File: src/common/lfm_cfg.svh
// Constants for the receiver mode control register block
`ifndef LFM_CFG_SVH
`define LFM_CFG_SVH
`define LFM_ADDR_W 8
`define LFM_DATA_W 32
`define LFM_MODE_IDX 6'h00
`define LFM_GATE_BIT 7
`define LFM_SEL_BIT 6
`define LFM_PURGE_BIT 5
`define LFM_AMP_BIT 4
`define LFM_WAKE_HI 3
`define LFM_WAKE_LO 2
`define LFM_PROTO_HI 1
`define LFM_PROTO_LO 0
`define LFM_GATE_RST 1'b0
`define LFM_RESP_OKAY 2'b00
`define LFM_RESP_SLVERR 2'b10
`define LFM_RDATA_NONE 32'h0000_0000
`endif

File: src/common/lfm_pkg.sv
// Types for the receiver mode control register block
`include "lfm_cfg.svh"
package lfm_pkg;
  typedef enum logic [1:0] {
    LFM_PROTO_P2 = 2'h0,
    LFM_PROTO_P1A = 2'h1,
    LFM_PROTO_P1C = 2'h3,
    LFM_PROTO_P1B = 2'h2
  } lfm_proto_t;
  typedef enum logic [1:0] {
    LFM_WAKE_NONE = 2'h0,
    LFM_WAKE_SYNC = 2'h1,
    LFM_WAKE_DATA = 2'h3,
    LFM_WAKE_ID = 2'h2
  } lfm_wake_t;
  // Field order matches the written byte, bit 7 first
  typedef struct packed {
    logic update_gate;
    logic trim_load_strobe;
    logic detector_purge_amp_off;
    logic amp_power_mode;
    lfm_wake_t core_wake_point;
    lfm_proto_t rx_protocol_select;
  } lfm_mode_t;
  typedef struct packed {
    logic sniff_window;
    logic carrier_detect;
    logic sync_match;
    logic wake_id_match;
    logic data_match;
  } lfm_rx_ev_t;
  typedef struct packed {
    logic trim_load;
    logic slicer_load;
    logic detector_clear;
    logic amp_enable;
    logic core_wake;
  } lfm_rx_ctl_t;
  typedef struct packed {
    logic aw_got;
    logic [`LFM_ADDR_W-1:0] aw_addr;
    logic w_got;
    logic [7:0] w_data;
    logic w_strb0;
    logic bvalid;
    logic [1:0] bresp;
    logic rvalid;
    logic [1:0] rresp;
    lfm_mode_t mode;
    lfm_rx_ctl_t ctl;
  } lfm_state_t;
endpackage : lfm_pkg

File: src/hdl/lfm_mode_ctrl.sv
// Receiver mode control register with AXI4-Lite access
//
// The address map and register access over AXI4-Lite were decided locally.
`timescale 1ns/1ps
`include "lfm_cfg.svh"
module lfm_mode_ctrl (
  input wire logic aclk,
  input wire logic aresetn,
  input wire logic timer_rst,
  input wire logic awvalid,
  output logic awready,
  input wire logic [`LFM_ADDR_W-1:0] awaddr,
  input wire logic [2:0] awprot,
  input wire logic wvalid,
  output logic wready,
  input wire logic [`LFM_DATA_W-1:0] wdata,
  input wire logic [3:0] wstrb,
  output logic bvalid,
  input wire logic bready,
  output logic [1:0] bresp,
  input wire logic arvalid,
  output logic arready,
  input wire logic [`LFM_ADDR_W-1:0] araddr,
  input wire logic [2:0] arprot,
  output logic rvalid,
  input wire logic rready,
  output logic [`LFM_DATA_W-1:0] rdata,
  output logic [1:0] rresp,
  input wire lfm_pkg::lfm_rx_ev_t rx_ev,
  output lfm_pkg::lfm_mode_t mode,
  output lfm_pkg::lfm_rx_ctl_t rx_ctl
);

  lfm_pkg::lfm_state_t s_q;
  lfm_pkg::lfm_state_t s_d;

  logic aw_hs;
  logic w_hs;
  logic ar_hs;
  logic aw_now;
  logic w_now;
  logic [`LFM_ADDR_W-1:0] addr_now;
  logic [7:0] data_now;
  logic strb_now;
  logic wr_fire;
  logic wr_hit;
  logic wr_commit;
  logic wake_ev;
  logic carrier_wake;

  // Channel readies: one write and one read under way at a time
  assign awready = ~s_q.aw_got & ~s_q.bvalid;
  assign wready = ~s_q.w_got & ~s_q.bvalid;
  assign arready = ~s_q.rvalid;

  assign aw_hs = awvalid & awready;
  assign w_hs = wvalid & wready;
  assign ar_hs = arvalid & arready;

  // Address and data may arrive in either order
  assign aw_now = s_q.aw_got | aw_hs;
  assign w_now = s_q.w_got | w_hs;
  assign addr_now = s_q.aw_got ? s_q.aw_addr : awaddr;
  assign data_now = s_q.w_got ? s_q.w_data : wdata[7:0];
  assign strb_now = s_q.w_got ? s_q.w_strb0 : wstrb[0];

  assign wr_fire = aw_now & w_now & ~s_q.bvalid;
  assign wr_hit = addr_now[`LFM_ADDR_W-1:2] == `LFM_MODE_IDX;
  assign wr_commit = wr_fire & wr_hit & strb_now;

  // Pattern 2 has no pattern match: carrier seen in sniff wakes unless the wake point is NONE
  assign carrier_wake = rx_ev.carrier_detect & rx_ev.sniff_window;

  always_comb begin
    unique case (s_q.mode.core_wake_point)
      lfm_pkg::LFM_WAKE_NONE: wake_ev = 1'b0;
      lfm_pkg::LFM_WAKE_SYNC: wake_ev = rx_ev.sync_match;
      lfm_pkg::LFM_WAKE_ID: wake_ev = rx_ev.wake_id_match;
      lfm_pkg::LFM_WAKE_DATA: wake_ev = rx_ev.data_match;
    endcase
    if (s_q.mode.rx_protocol_select == lfm_pkg::LFM_PROTO_P2 &&
        s_q.mode.core_wake_point != lfm_pkg::LFM_WAKE_NONE) begin
      wake_ev = carrier_wake;
    end
  end

  always_comb begin
    s_d = s_q;
    s_d.ctl.trim_load = 1'b0;
    s_d.ctl.slicer_load = 1'b0;
    s_d.ctl.detector_clear = 1'b0;
    s_d.ctl.core_wake = wake_ev;
    if (aw_hs) begin
      s_d.aw_got = 1'b1;
      s_d.aw_addr = awaddr;
    end
    if (w_hs) begin
      s_d.w_got = 1'b1;
      s_d.w_data = wdata[7:0];
      s_d.w_strb0 = wstrb[0];
    end
    if (wr_fire) begin
      s_d.aw_got = 1'b0;
      s_d.w_got = 1'b0;
      s_d.bvalid = 1'b1;
      s_d.bresp = wr_hit ? `LFM_RESP_OKAY : `LFM_RESP_SLVERR;
    end
    if (wr_commit) begin
      s_d.mode.update_gate = data_now[`LFM_GATE_BIT];
      if (data_now[`LFM_GATE_BIT]) begin
        s_d.mode = lfm_pkg::lfm_mode_t'(data_now);
        s_d.ctl.trim_load = data_now[`LFM_SEL_BIT];
        s_d.ctl.slicer_load = ~data_now[`LFM_SEL_BIT];
        s_d.ctl.detector_clear = data_now[`LFM_PURGE_BIT];
      end
    end
    if (s_q.bvalid & bready) begin
      s_d.bvalid = 1'b0;
    end
    if (ar_hs) begin
      s_d.rvalid = 1'b1;
      if (araddr[`LFM_ADDR_W-1:2] == `LFM_MODE_IDX) begin
        s_d.rresp = `LFM_RESP_OKAY;
      end else begin
        s_d.rresp = `LFM_RESP_SLVERR;
      end
    end
    if (s_q.rvalid & rready) begin
      s_d.rvalid = 1'b0;
    end
    if (timer_rst) begin
      s_d.mode.update_gate = `LFM_GATE_RST;
    end
    // Purge holds the amplifier off over both power modes
    s_d.ctl.amp_enable = ~s_d.mode.detector_purge_amp_off &
      (s_d.mode.amp_power_mode | rx_ev.sniff_window);
  end

  always_ff @(posedge aclk) begin
    if (!aresetn) begin
      s_q <= '0;
    end else begin
      s_q <= s_d;
    end
  end

  assign bvalid = s_q.bvalid;
  assign bresp = s_q.bresp;
  assign rvalid = s_q.rvalid;
  assign rresp = s_q.rresp;
  // Fields cannot be read back; software keeps a copy
  assign rdata = `LFM_RDATA_NONE;
  assign mode = s_q.mode;
  assign rx_ctl = s_q.ctl;

  logic ungated;
  logic gated;
  assign ungated = wr_commit & ~data_now[`LFM_GATE_BIT];
  assign gated = wr_commit & data_now[`LFM_GATE_BIT];
endmodule : lfm_mode_ctrl

File: config.mk
export PLATFORM = sky130hd
export DESIGN_NAME = lfm_mode_ctrl
export DESIGN_NICKNAME = d
export VERILOG_FILES = /design/src/common/lfm_pkg.sv /design/src/hdl/lfm_mode_ctrl.sv
export VERILOG_INCLUDE_DIRS = /design/src /design/src/common
export SDC_FILE = /design/constraint.sdc
export NUM_CORES = 1
export LEC_CHECK = 0
export BUFFER_PORTS_ARGS = -buffer_cell sky130_fd_sc_hd__buf_2
export CAP_MARGIN = 20
export CELL_PAD_IN_SITES_DETAIL_PLACEMENT = 0
export CELL_PAD_IN_SITES_GLOBAL_PLACEMENT = 2
export CORE_MARGIN = 2
export CORE_UTILIZATION = 22
export DETAILED_ROUTE_END_ITERATION = 6
export MAX_ROUTING_LAYER = met4
export PLACE_DENSITY_LB_ADDON = 0.1
export SLEW_MARGIN = 15
export SYNTH_ARGS = -nofsm -noshare
export SYNTH_HDL_FRONTEND = slang
export SYNTH_SLANG_ARGS = --single-unit
File: constraint.sdc
create_clock -name aclk -period 1.8 [get_ports aclk]
set_input_delay 0.09 -clock aclk [delete_from_list [all_inputs] [get_ports aclk]]
set_output_delay 0.09 -clock aclk [all_outputs]
set_load 0.005 [all_outputs]
# ---- Word-level counts from Yosys, hierarchy flattened
# Cells that the tools add are included.
dict set report word_totals {
  register_bits 38
  in_bits 71
  out_inout_bits 54
}
dict set report classes {
  n_eq_ne 3
  muxes 9
  bitwise_logic 23
  n_reduce_logical 12
}
# op count
set op_table {}
lappend op_table {{8-bit two-way mux} 2}
lappend op_table {{1-bit bitwise AND} 13}
lappend op_table {{6-bit logical NOT} 2}
lappend op_table {{11-bit two-way mux} 1}
lappend op_table {{9-bit two-way mux} 1}
lappend op_table {{2-bit OR reduction} 4}
lappend op_table {{1-bit NOT} 7}
lappend op_table {{2-bit == test, second input constant} 2}
lappend op_table {{2-bit logical NOT} 2}
lappend op_table {{2-bit two-way mux} 2}
lappend op_table {{1-bit one-hot mux with 4 select lines} 1}
lappend op_table {{1-bit OR} 3}
lappend op_table {{3-bit AND reduction} 1}
lappend op_table {{2-bit by 1-bit == test with 1-bit output, second input constant} 1}
lappend op_table {{1-bit two-way mux} 2}
lappend op_table {{2-bit AND reduction} 1}
lappend op_table {{2-bit nonzero test} 1}
lappend op_table {{1-bit logical AND} 1}

# ---- Logic depth before layout (Yosys ltp)
# Gate-level depths: netlist (run 1).
dict set report depth {
  depth_word 11
  ltp_mapped 6
}

# ---- Worst setup path after synthesis (run 1)
# No wires, ideal clock.
dict set report synth_path {
  path_type {reg2reg}
  start {register s_q[34] (netlist bit)}
  end {register s_q, in the netlist rx_ctl[1]}
  arrival_time_ns 1.195
  required_ns 1.678
  slack_ns 0.482
  path_stages_with_launch 6
  path_buffers 1
  period_less_slack_ns 1.318
  path_cell_list {dfxtp_1 -> nor4_1 -> nand2_1 -> a211o_1 -> buf_6 -> mux2i_1}
}
dict set report synth_between {
  elab_chain_cells 7
  word_cells_on_any_way 8
  classes_between {mux: 2; bitwise: 5; reduce/logical: 1}
}
# item line_no
set synth_rtl {}
lappend synth_rtl {{start, declared} lfm_mode_ctrl.sv:34} ;# lfm_pkg::lfm_state_t s_q;
lappend synth_rtl {{start signal, assigned} lfm_mode_ctrl.sv:141} ;# s_q <= '0;
lappend synth_rtl {{start signal, assigned} lfm_mode_ctrl.sv:143} ;# s_q <= s_d;
lappend synth_rtl {{8-bit two-way mux *} lfm_mode_ctrl.sv:63} ;# assign addr_now = s_q.aw_got ? s_q.aw_addr : awaddr;
lappend synth_rtl {{6-bit logical NOT (no line) *} --}
lappend synth_rtl {{1-bit bitwise AND * (2 in a row)} lfm_mode_ctrl.sv:69} ;# assign wr_commit = wr_fire & wr_hit & strb_now;
lappend synth_rtl {{9-bit two-way mux *} lfm_mode_ctrl.sv:108} ;# if (wr_commit) begin
lappend synth_rtl {{1-bit OR or 1-bit NOT (tied branches)} {lfm_mode_ctrl.sv:136, lfm_mode_ctrl.sv:135}}
lappend synth_rtl {{1-bit bitwise AND *} lfm_mode_ctrl.sv:135} ;# s_d.ctl.amp_enable = ~s_d.mode.detector_purge_amp_off &
# Mark *: on every way between the ends. The rest lies on a longest branch, timed or not.
# A chain may end at the register's enable or synchronous reset.

# ---- Worst setup path after layout (run 1)
dict set report layout_path {
  start {register s_q[37] (netlist bit)}
  end {register s_q, in the netlist rx_ctl[1]}
}
dict set report layout_between {
  elab_chain_cells 11
  word_cells_on_any_way 14
  classes_between {mux: 2; bitwise: 11; reduce/logical: 1}
}
# item line_no
set layout_rtl {}
lappend layout_rtl {{1-bit NOT} lfm_mode_ctrl.sv:52} ;# assign awready = ~s_q.aw_got & ~s_q.bvalid;
lappend layout_rtl {{1-bit bitwise AND} lfm_mode_ctrl.sv:52}
lappend layout_rtl {{1-bit bitwise AND} lfm_mode_ctrl.sv:56} ;# assign aw_hs = awvalid & awready;
lappend layout_rtl {{1-bit OR} lfm_mode_ctrl.sv:61} ;# assign aw_now = s_q.aw_got | aw_hs;
lappend layout_rtl {{1-bit bitwise AND (2 in a row)} lfm_mode_ctrl.sv:67} ;# assign wr_fire = aw_now & w_now & ~s_q.bvalid;
lappend layout_rtl {{1-bit bitwise AND * (2 in a row)} lfm_mode_ctrl.sv:69}
lappend layout_rtl {{9-bit two-way mux *} lfm_mode_ctrl.sv:108}
lappend layout_rtl {{1-bit OR or 1-bit NOT (tied branches)} {lfm_mode_ctrl.sv:136, lfm_mode_ctrl.sv:135}}
lappend layout_rtl {{1-bit bitwise AND *} lfm_mode_ctrl.sv:135}
# Marks and branches as above.

==> impl_metrics.json, run 1 <==
{
  "antenna_found_initial": 0,
  "die_x_um": 95.87,
  "min_period_ps": 1660,
  "post-dp-hpwl_mm": 3.003,
  "grt_pass1_wl_mm": 6.361,
  "cp_data_arrival_time_ps": 1810,
  "nets": 327,
  "worst-r2r-setup-slack_ps": 140,
  "grt_max_degree": 31,
  "wl_met2_mm": 1.830,
  "routedWlPerCell_um": 11.23,
  "synth_seq_cells": 34,
  "synthTopCellsByArea": "dfxtp_1, buf_4, mux2i_1",
  "synth.distinct_cells": 29,
  "clk_pin_slew_worst_paths_ps": 70,
  "clock-root-buffer": "clkbuf_8",
  "yosysWarnings": 0,
  "syn_inst": 215,
  "end_kind": "register",
  "yosys-top-cells-count": "buf_4, nand2_1, dfxtp_1, mux2i_1",
  "tightest_slew_ps": 542.2,
  "syn_to_final_growth_pct": 13.81,
  "routed-wl-met3_um": 223,
  "rows": 33,
  "rr_worst_depth": 4,
  "power_density_mw_per_mm2": 839.7,
  "track_usage": 0.09393,
  "initialDrtViolationCount": 22,
  "setup_viol": 0,
  "max-cap-violations": 0,
  "netlist.area_leader.share": 0.3666,
  "netlist_area_mm2": 0.001857,
  "leakagePower_nw": 1.011,
  "grt-ovfl-total": 0,
  "fillerInstances": 924,
  "wl_met1_mm": 1.941,
  "critPathLaunch": "s_q[37]",
  "drt-vias-per-instance": 3.785,
  "cp_max_fo": 9,
  "ctsHoldBuffers": 0,
  "cts_buffer_depth": 2,
  "place_congestion": 0.6148,
  "drive_gt1_frac": 0.2879,
  "fin_crit_sh": 0.9221,
  "rsz0062_at_grt": "false",
  "core-area_mm2": 0.008217,
  "ioPinCount": 125,
  "status": "finished clean",
  "place_area_mm2": 0.002003,
  "cp_data_required_time_ps": 1950,
  "hold_violations": 0,
  "multi_input_area_um2": 877.1,
  "pre_cts_ws_ps": 109.7,
  "r2r-end": "rx_ctl[1]",
  "fp.dieH_um": 95.87,
  "yosys.area.top_type": "dfxtp_1",
  "cts_tree": "done",
  "setup.worst_path.start_class": "register",
  "initial_core_util": 0.2260,
  "fmax_mhz": 602.5,
  "ir_worst_vdd_mv": 0.2245,
  "cts_made_buffers": 5,
  "yosysSeqAreaShare": 0.3666,
  "design_area_mm2": 0.002113,
  "diodes": 0,
  "crit_type": "reg -> reg",
  "timing.rr.start": "s_q[37]",
  "synthArstFlopShare": 0,
  "grt_pass1_vias": 1276,
  "clock_sinks": 34,
  "seqCellArea_um2": 680.7,
  "hold_start": "arvalid",
  "finClkSkew_ps": 5.585,
  "final_core_util": 0.2572,
  "first_pass_iters": 2,
  "synth_edf_count": 0,
  "max_slew_margin": 0.6385,
  "setup_ws_ps": 140.2,
  "highest_layer": "met4",
  "ys.flop_type": "dfxtp_1",
  "cts_max_level": 2,
  "postCtsResizedCells": 0,
  "fin_tns_setup_ps": 0,
  "port_buffers": 53,
  "worst_hold_path_type": "in -> reg",
  "hold_depth": 2,
  "maxSlewViolCount": 0,
  "drtAntennaViolNets": 0,
  "clkLatencyLatePin_ps": 290,
  "routed_wl_mm": 4.066,
  "cts_setup_buffers": 0,
  "synth_most_common_cell": "buf_4",
  "die_area_mm2": 0.009191,
  "hold_path_end": "rvalid",
  "synth.avg_cell_area_um2": 8.636,
  "vias": 1370,
  "drc_errors": 0
}
kinds of logic (layout without fill, tap and decap cells):
logic type | count (synthesis) | count (layout) | share of synthesized area
simple gates | 74 | 74 | 0.1779
buf+inv | 60 | 69 | 0.2278
flops | 34 | 34 | 0.3666
mux | 24 | 24 | 0.1341
compound gates | 22 | 22 | 0.09165
other cells | 1 | 34 | 0.002020
cell type report:
type                       count  share of cell area
inverter                       3            0.005329
sequential                    34              0.3221
clock buffer                   8             0.05210
timing repair buffer          58              0.1433
tap                          105             0.06217
multi-input combinational    154              0.4150
worst max-delay path: stages, from the launching register on:
cell     delay [ps]
dfxtp_1         450
nor3b_1         220
nand2_1         120
a211o_1         540
mux2i_1         190
worst max-delay path by stage:
stage	endpoint	slack, ps	cells after the start
final	rx_ctl[1]	140	4
after global routing	mode[5]	0.5	4
after CTS	rx_ctl[1]	90	4
after detailed placement	rx_ctl[1]	110	4
after global placement	rx_ctl[1]	110	4
after floorplan	rx_ctl[1]	480	5
flip-flops by register name, indices dropped and copies added, names as in the netlist:
register / cells
mode: 8
rresp: 1
rx_ctl: 5
bresp: 1
rvalid: 1
bvalid: 1
s_q: 17
per-stage QoR:
stage / hold slack [ps] / power, mW / std cells
floorplan: 227.8 / 1.072 / 248
global placement: 329.2 / 1.125 / 354
detailed placement: 333.5 / 1.124 / 354
CTS: 25.98 / 1.824 / 362
global route: 42.77 / 1.880 / 362
finish: 40.85 / 1.775 / 362
report_power, final:
group / switching [mW] / total (mW) / internal [mW]
logic: 0.150 / 0.280 / 0.130
clock network: 0.287 / 0.674 / 0.387
registers: 0.0271 / 0.821 / 0.794
total: 0.464 / 1.77 / 1.31
layer usage:
| layer | global-route usage | vias up |
|---|---|---|
| li1 | - | 708 |
| met1 | 0.1183 | 604 |
| met2 | 0.1445 | 52 |
| met3 | 0.01958 | 6 |
| met4 | 0.04286 | 0 |
| met5 | - | - |
layout by cell type, fill, tap and decap left out, types with 2 or more instances in the layout:
cell	netlist	layout
a211o_1	2	2
nor4_1	3	3
inv_1	3	3
mux2_2	7	7
nor2_1	11	11
dfxtp_1	34	34
a21boi_0	11	11
nand2_1	41	41
clkbuf_8	0	8
mux2i_1	17	17
nor3_1	3	3
buf_4	50	5
nor2b_1	8	8
and2_1	2	2
nand2b_1	3	3
conb_1	1	34
o21ai_0	2	2
buf_2	2	53
No activity file was read; power rests on OpenSTA's default activity.
==> run 2: changes to the inputs <==
BUFFER_PORTS_ARGS = unset   (was -buffer_cell sky130_fd_sc_hd__buf_2)
CORE_UTILIZATION = 32   (was 22)
DONT_BUFFER_PORTS = 1   (was unset)
==> run 2 against run 1 <==
Die area is 30% lower; largest power group unchanged; critical endpoint is now rresp[1]; critical path type is now in -> reg; worst hold slack worse by 34 ps; clock skew is 4.1 ps higher; via count is 5.8% lower.
==> impl_metrics.json, run 2 (synthesized netlist as in run 1, its figures left out) <==
{
  "rsz0062_at_grt": "false",
  "leakagePower_nw": 0.8646,
  "antenna_found_initial": 0,
  "cp_top_family": "buffers and inverters",
  "place_area_mm2": 0.001667,
  "cts_max_level": 2,
  "cp_data_required_time_ps": 1970,
  "cp_slowest_cell": "dlygate4sd3_1",
  "cp_data_arrival_time_ps": 1900,
  "setup_ws_ps": 72.06,
  "vias": 1291,
  "grt-ovfl-total": 0,
  "path_cells": "dlygate4sd3_1 -> nor2_1 -> dlygate4sd3_1 -> a31oi_1 -> dlygate4sd3_1",
  "path_buf_inv": 3,
  "p_total_mw": 1.786,
  "ioPinCount": 125,
  "track_usage": 0.1288,
  "grt_pass1_vias": 1249,
  "crit_type": "in -> reg",
  "cts_tree": "done",
  "grt_max_degree": 39,
  "rows": 27,
  "routedWlPerCell_um": 13.08,
  "max-cap-violations": 0,
  "power_density_mw_per_mm2": 888.2,
  "core-area_mm2": 0.005540,
  "drive_gt1_frac": 0.08145,
  "pre_cts_ws_ps": 71.64,
  "layout_common_cells": "nand2_1, conb_1, dfxtp_1, dlygate4sd3_1, mux2i_1",
  "place_inst": 264,
  "die_area_mm2": 0.006428,
  "setup.worst_path.start_class": "primary input",
  "first_pass_iters": 4,
  "drc_errors": 0,
  "cp_max_fo": 1,
  "drt-vias-per-instance": 4.406,
  "die_x_um": 80.18,
  "clkLatencyLatePin_ps": 280,
  "fin_tns_setup_ps": 0,
  "largest_register_ff_count": 17,
  "nets": 292,
  "syn_to_final_growth_pct": 8.288,
  "end_kind": "register",
  "clock-root-buffer": "clkbuf_8",
  "finClkSkew_ps": 9.648,
  "diodes": 0,
  "cp_slowest_stage_delay_ps": 550,
  "clock_sinks": 34,
  "maxSlewViolCount": 0,
  "cp_common_cell": "dlygate4sd3_1",
  "regMostFlops": "s_q",
  "clk_pin_slew_worst_paths_ps": 70,
  "min_period_ps": 1728,
  "hold_ws_ps": 6.971,
  "setup_viol": 0,
  "final_core_util": 0.3629,
  "worst_hold_path_type": "in -> reg",
  "cts_setup_buffers": 0,
  "initial_core_util": 0.3351,
  "layout.cells.non_filler": 293,
  "final_common_cell": "nand2_1",
  "ir_worst_vdd_mv": 0.2955,
  "design_area_mm2": 0.002011,
  "initialDrtViolationCount": 25,
  "fp.dieH_um": 80.18,
  "fmax_mhz": 578.7,
  "drtAntennaViolNets": 0,
  "grt_pass1_wl_mm": 6.044,
  "status": "finished clean",
  "cts_buffer_depth": 2,
  "place_congestion": 0.7249,
  "hold_violations": 0,
  "cts_made_buffers": 5,
  "fin_crit_sh": 0.9600,
  "routed_wl_mm": 3.831,
  "post-dp-hpwl_mm": 2.601,
  "port_buffers": 0
}
[run 2: cell types whose count changed in the layout (fill, tap and decap cells not counted), sizes merged]
cell / delta
buf: -56
bufinv: +1
clkbuf: -2
dlygate4sd3: +21
[run 2: power breakdown]
group	internal, mW	total, mW	switching [mW]
Clock	0.443	0.715	0.272
Sequential	0.794	0.826	0.0315
Combinational	0.118	0.246	0.127
[run 2: per-layer routing]
metal	up-vias	wire (um)	GRT usage
li1	635	-	-
met1	592	1665	0.1419
met2	59	1756	0.2058
met3	5	332	0.04831
met4	0	77	0.06102
met5	-	0	-
[run 2: cell type report]
type	count	area (um2)
multi-input cells	154	878.3
well taps	72	90.09
clock inverters	1	30.03
flip-flops and latches	34	680.7
clock buffers	6	82.58
fillers	589	3530
inverters	3	11.26
repair buffers	23	237.7
[run 2: worst paths after layout]
kind | start | end | slack (ps) | cells after the start
setup / recovery | araddr[6] | rresp[1] | 70 | 5
hold / removal | awaddr[6] | s_q[35] | 7 | 2
setup reg to reg | s_q[28] | mode[0] | 190 | 4
hold reg to reg | s_q[24] | s_q[24] | 470 | 2
[run 2: repair_timing]
item	CTS	global route
gates resized for setup	0	1
endpoints found under the hold margin	34	0
hold buffers	22	0
setup endpoints to repair	0	8
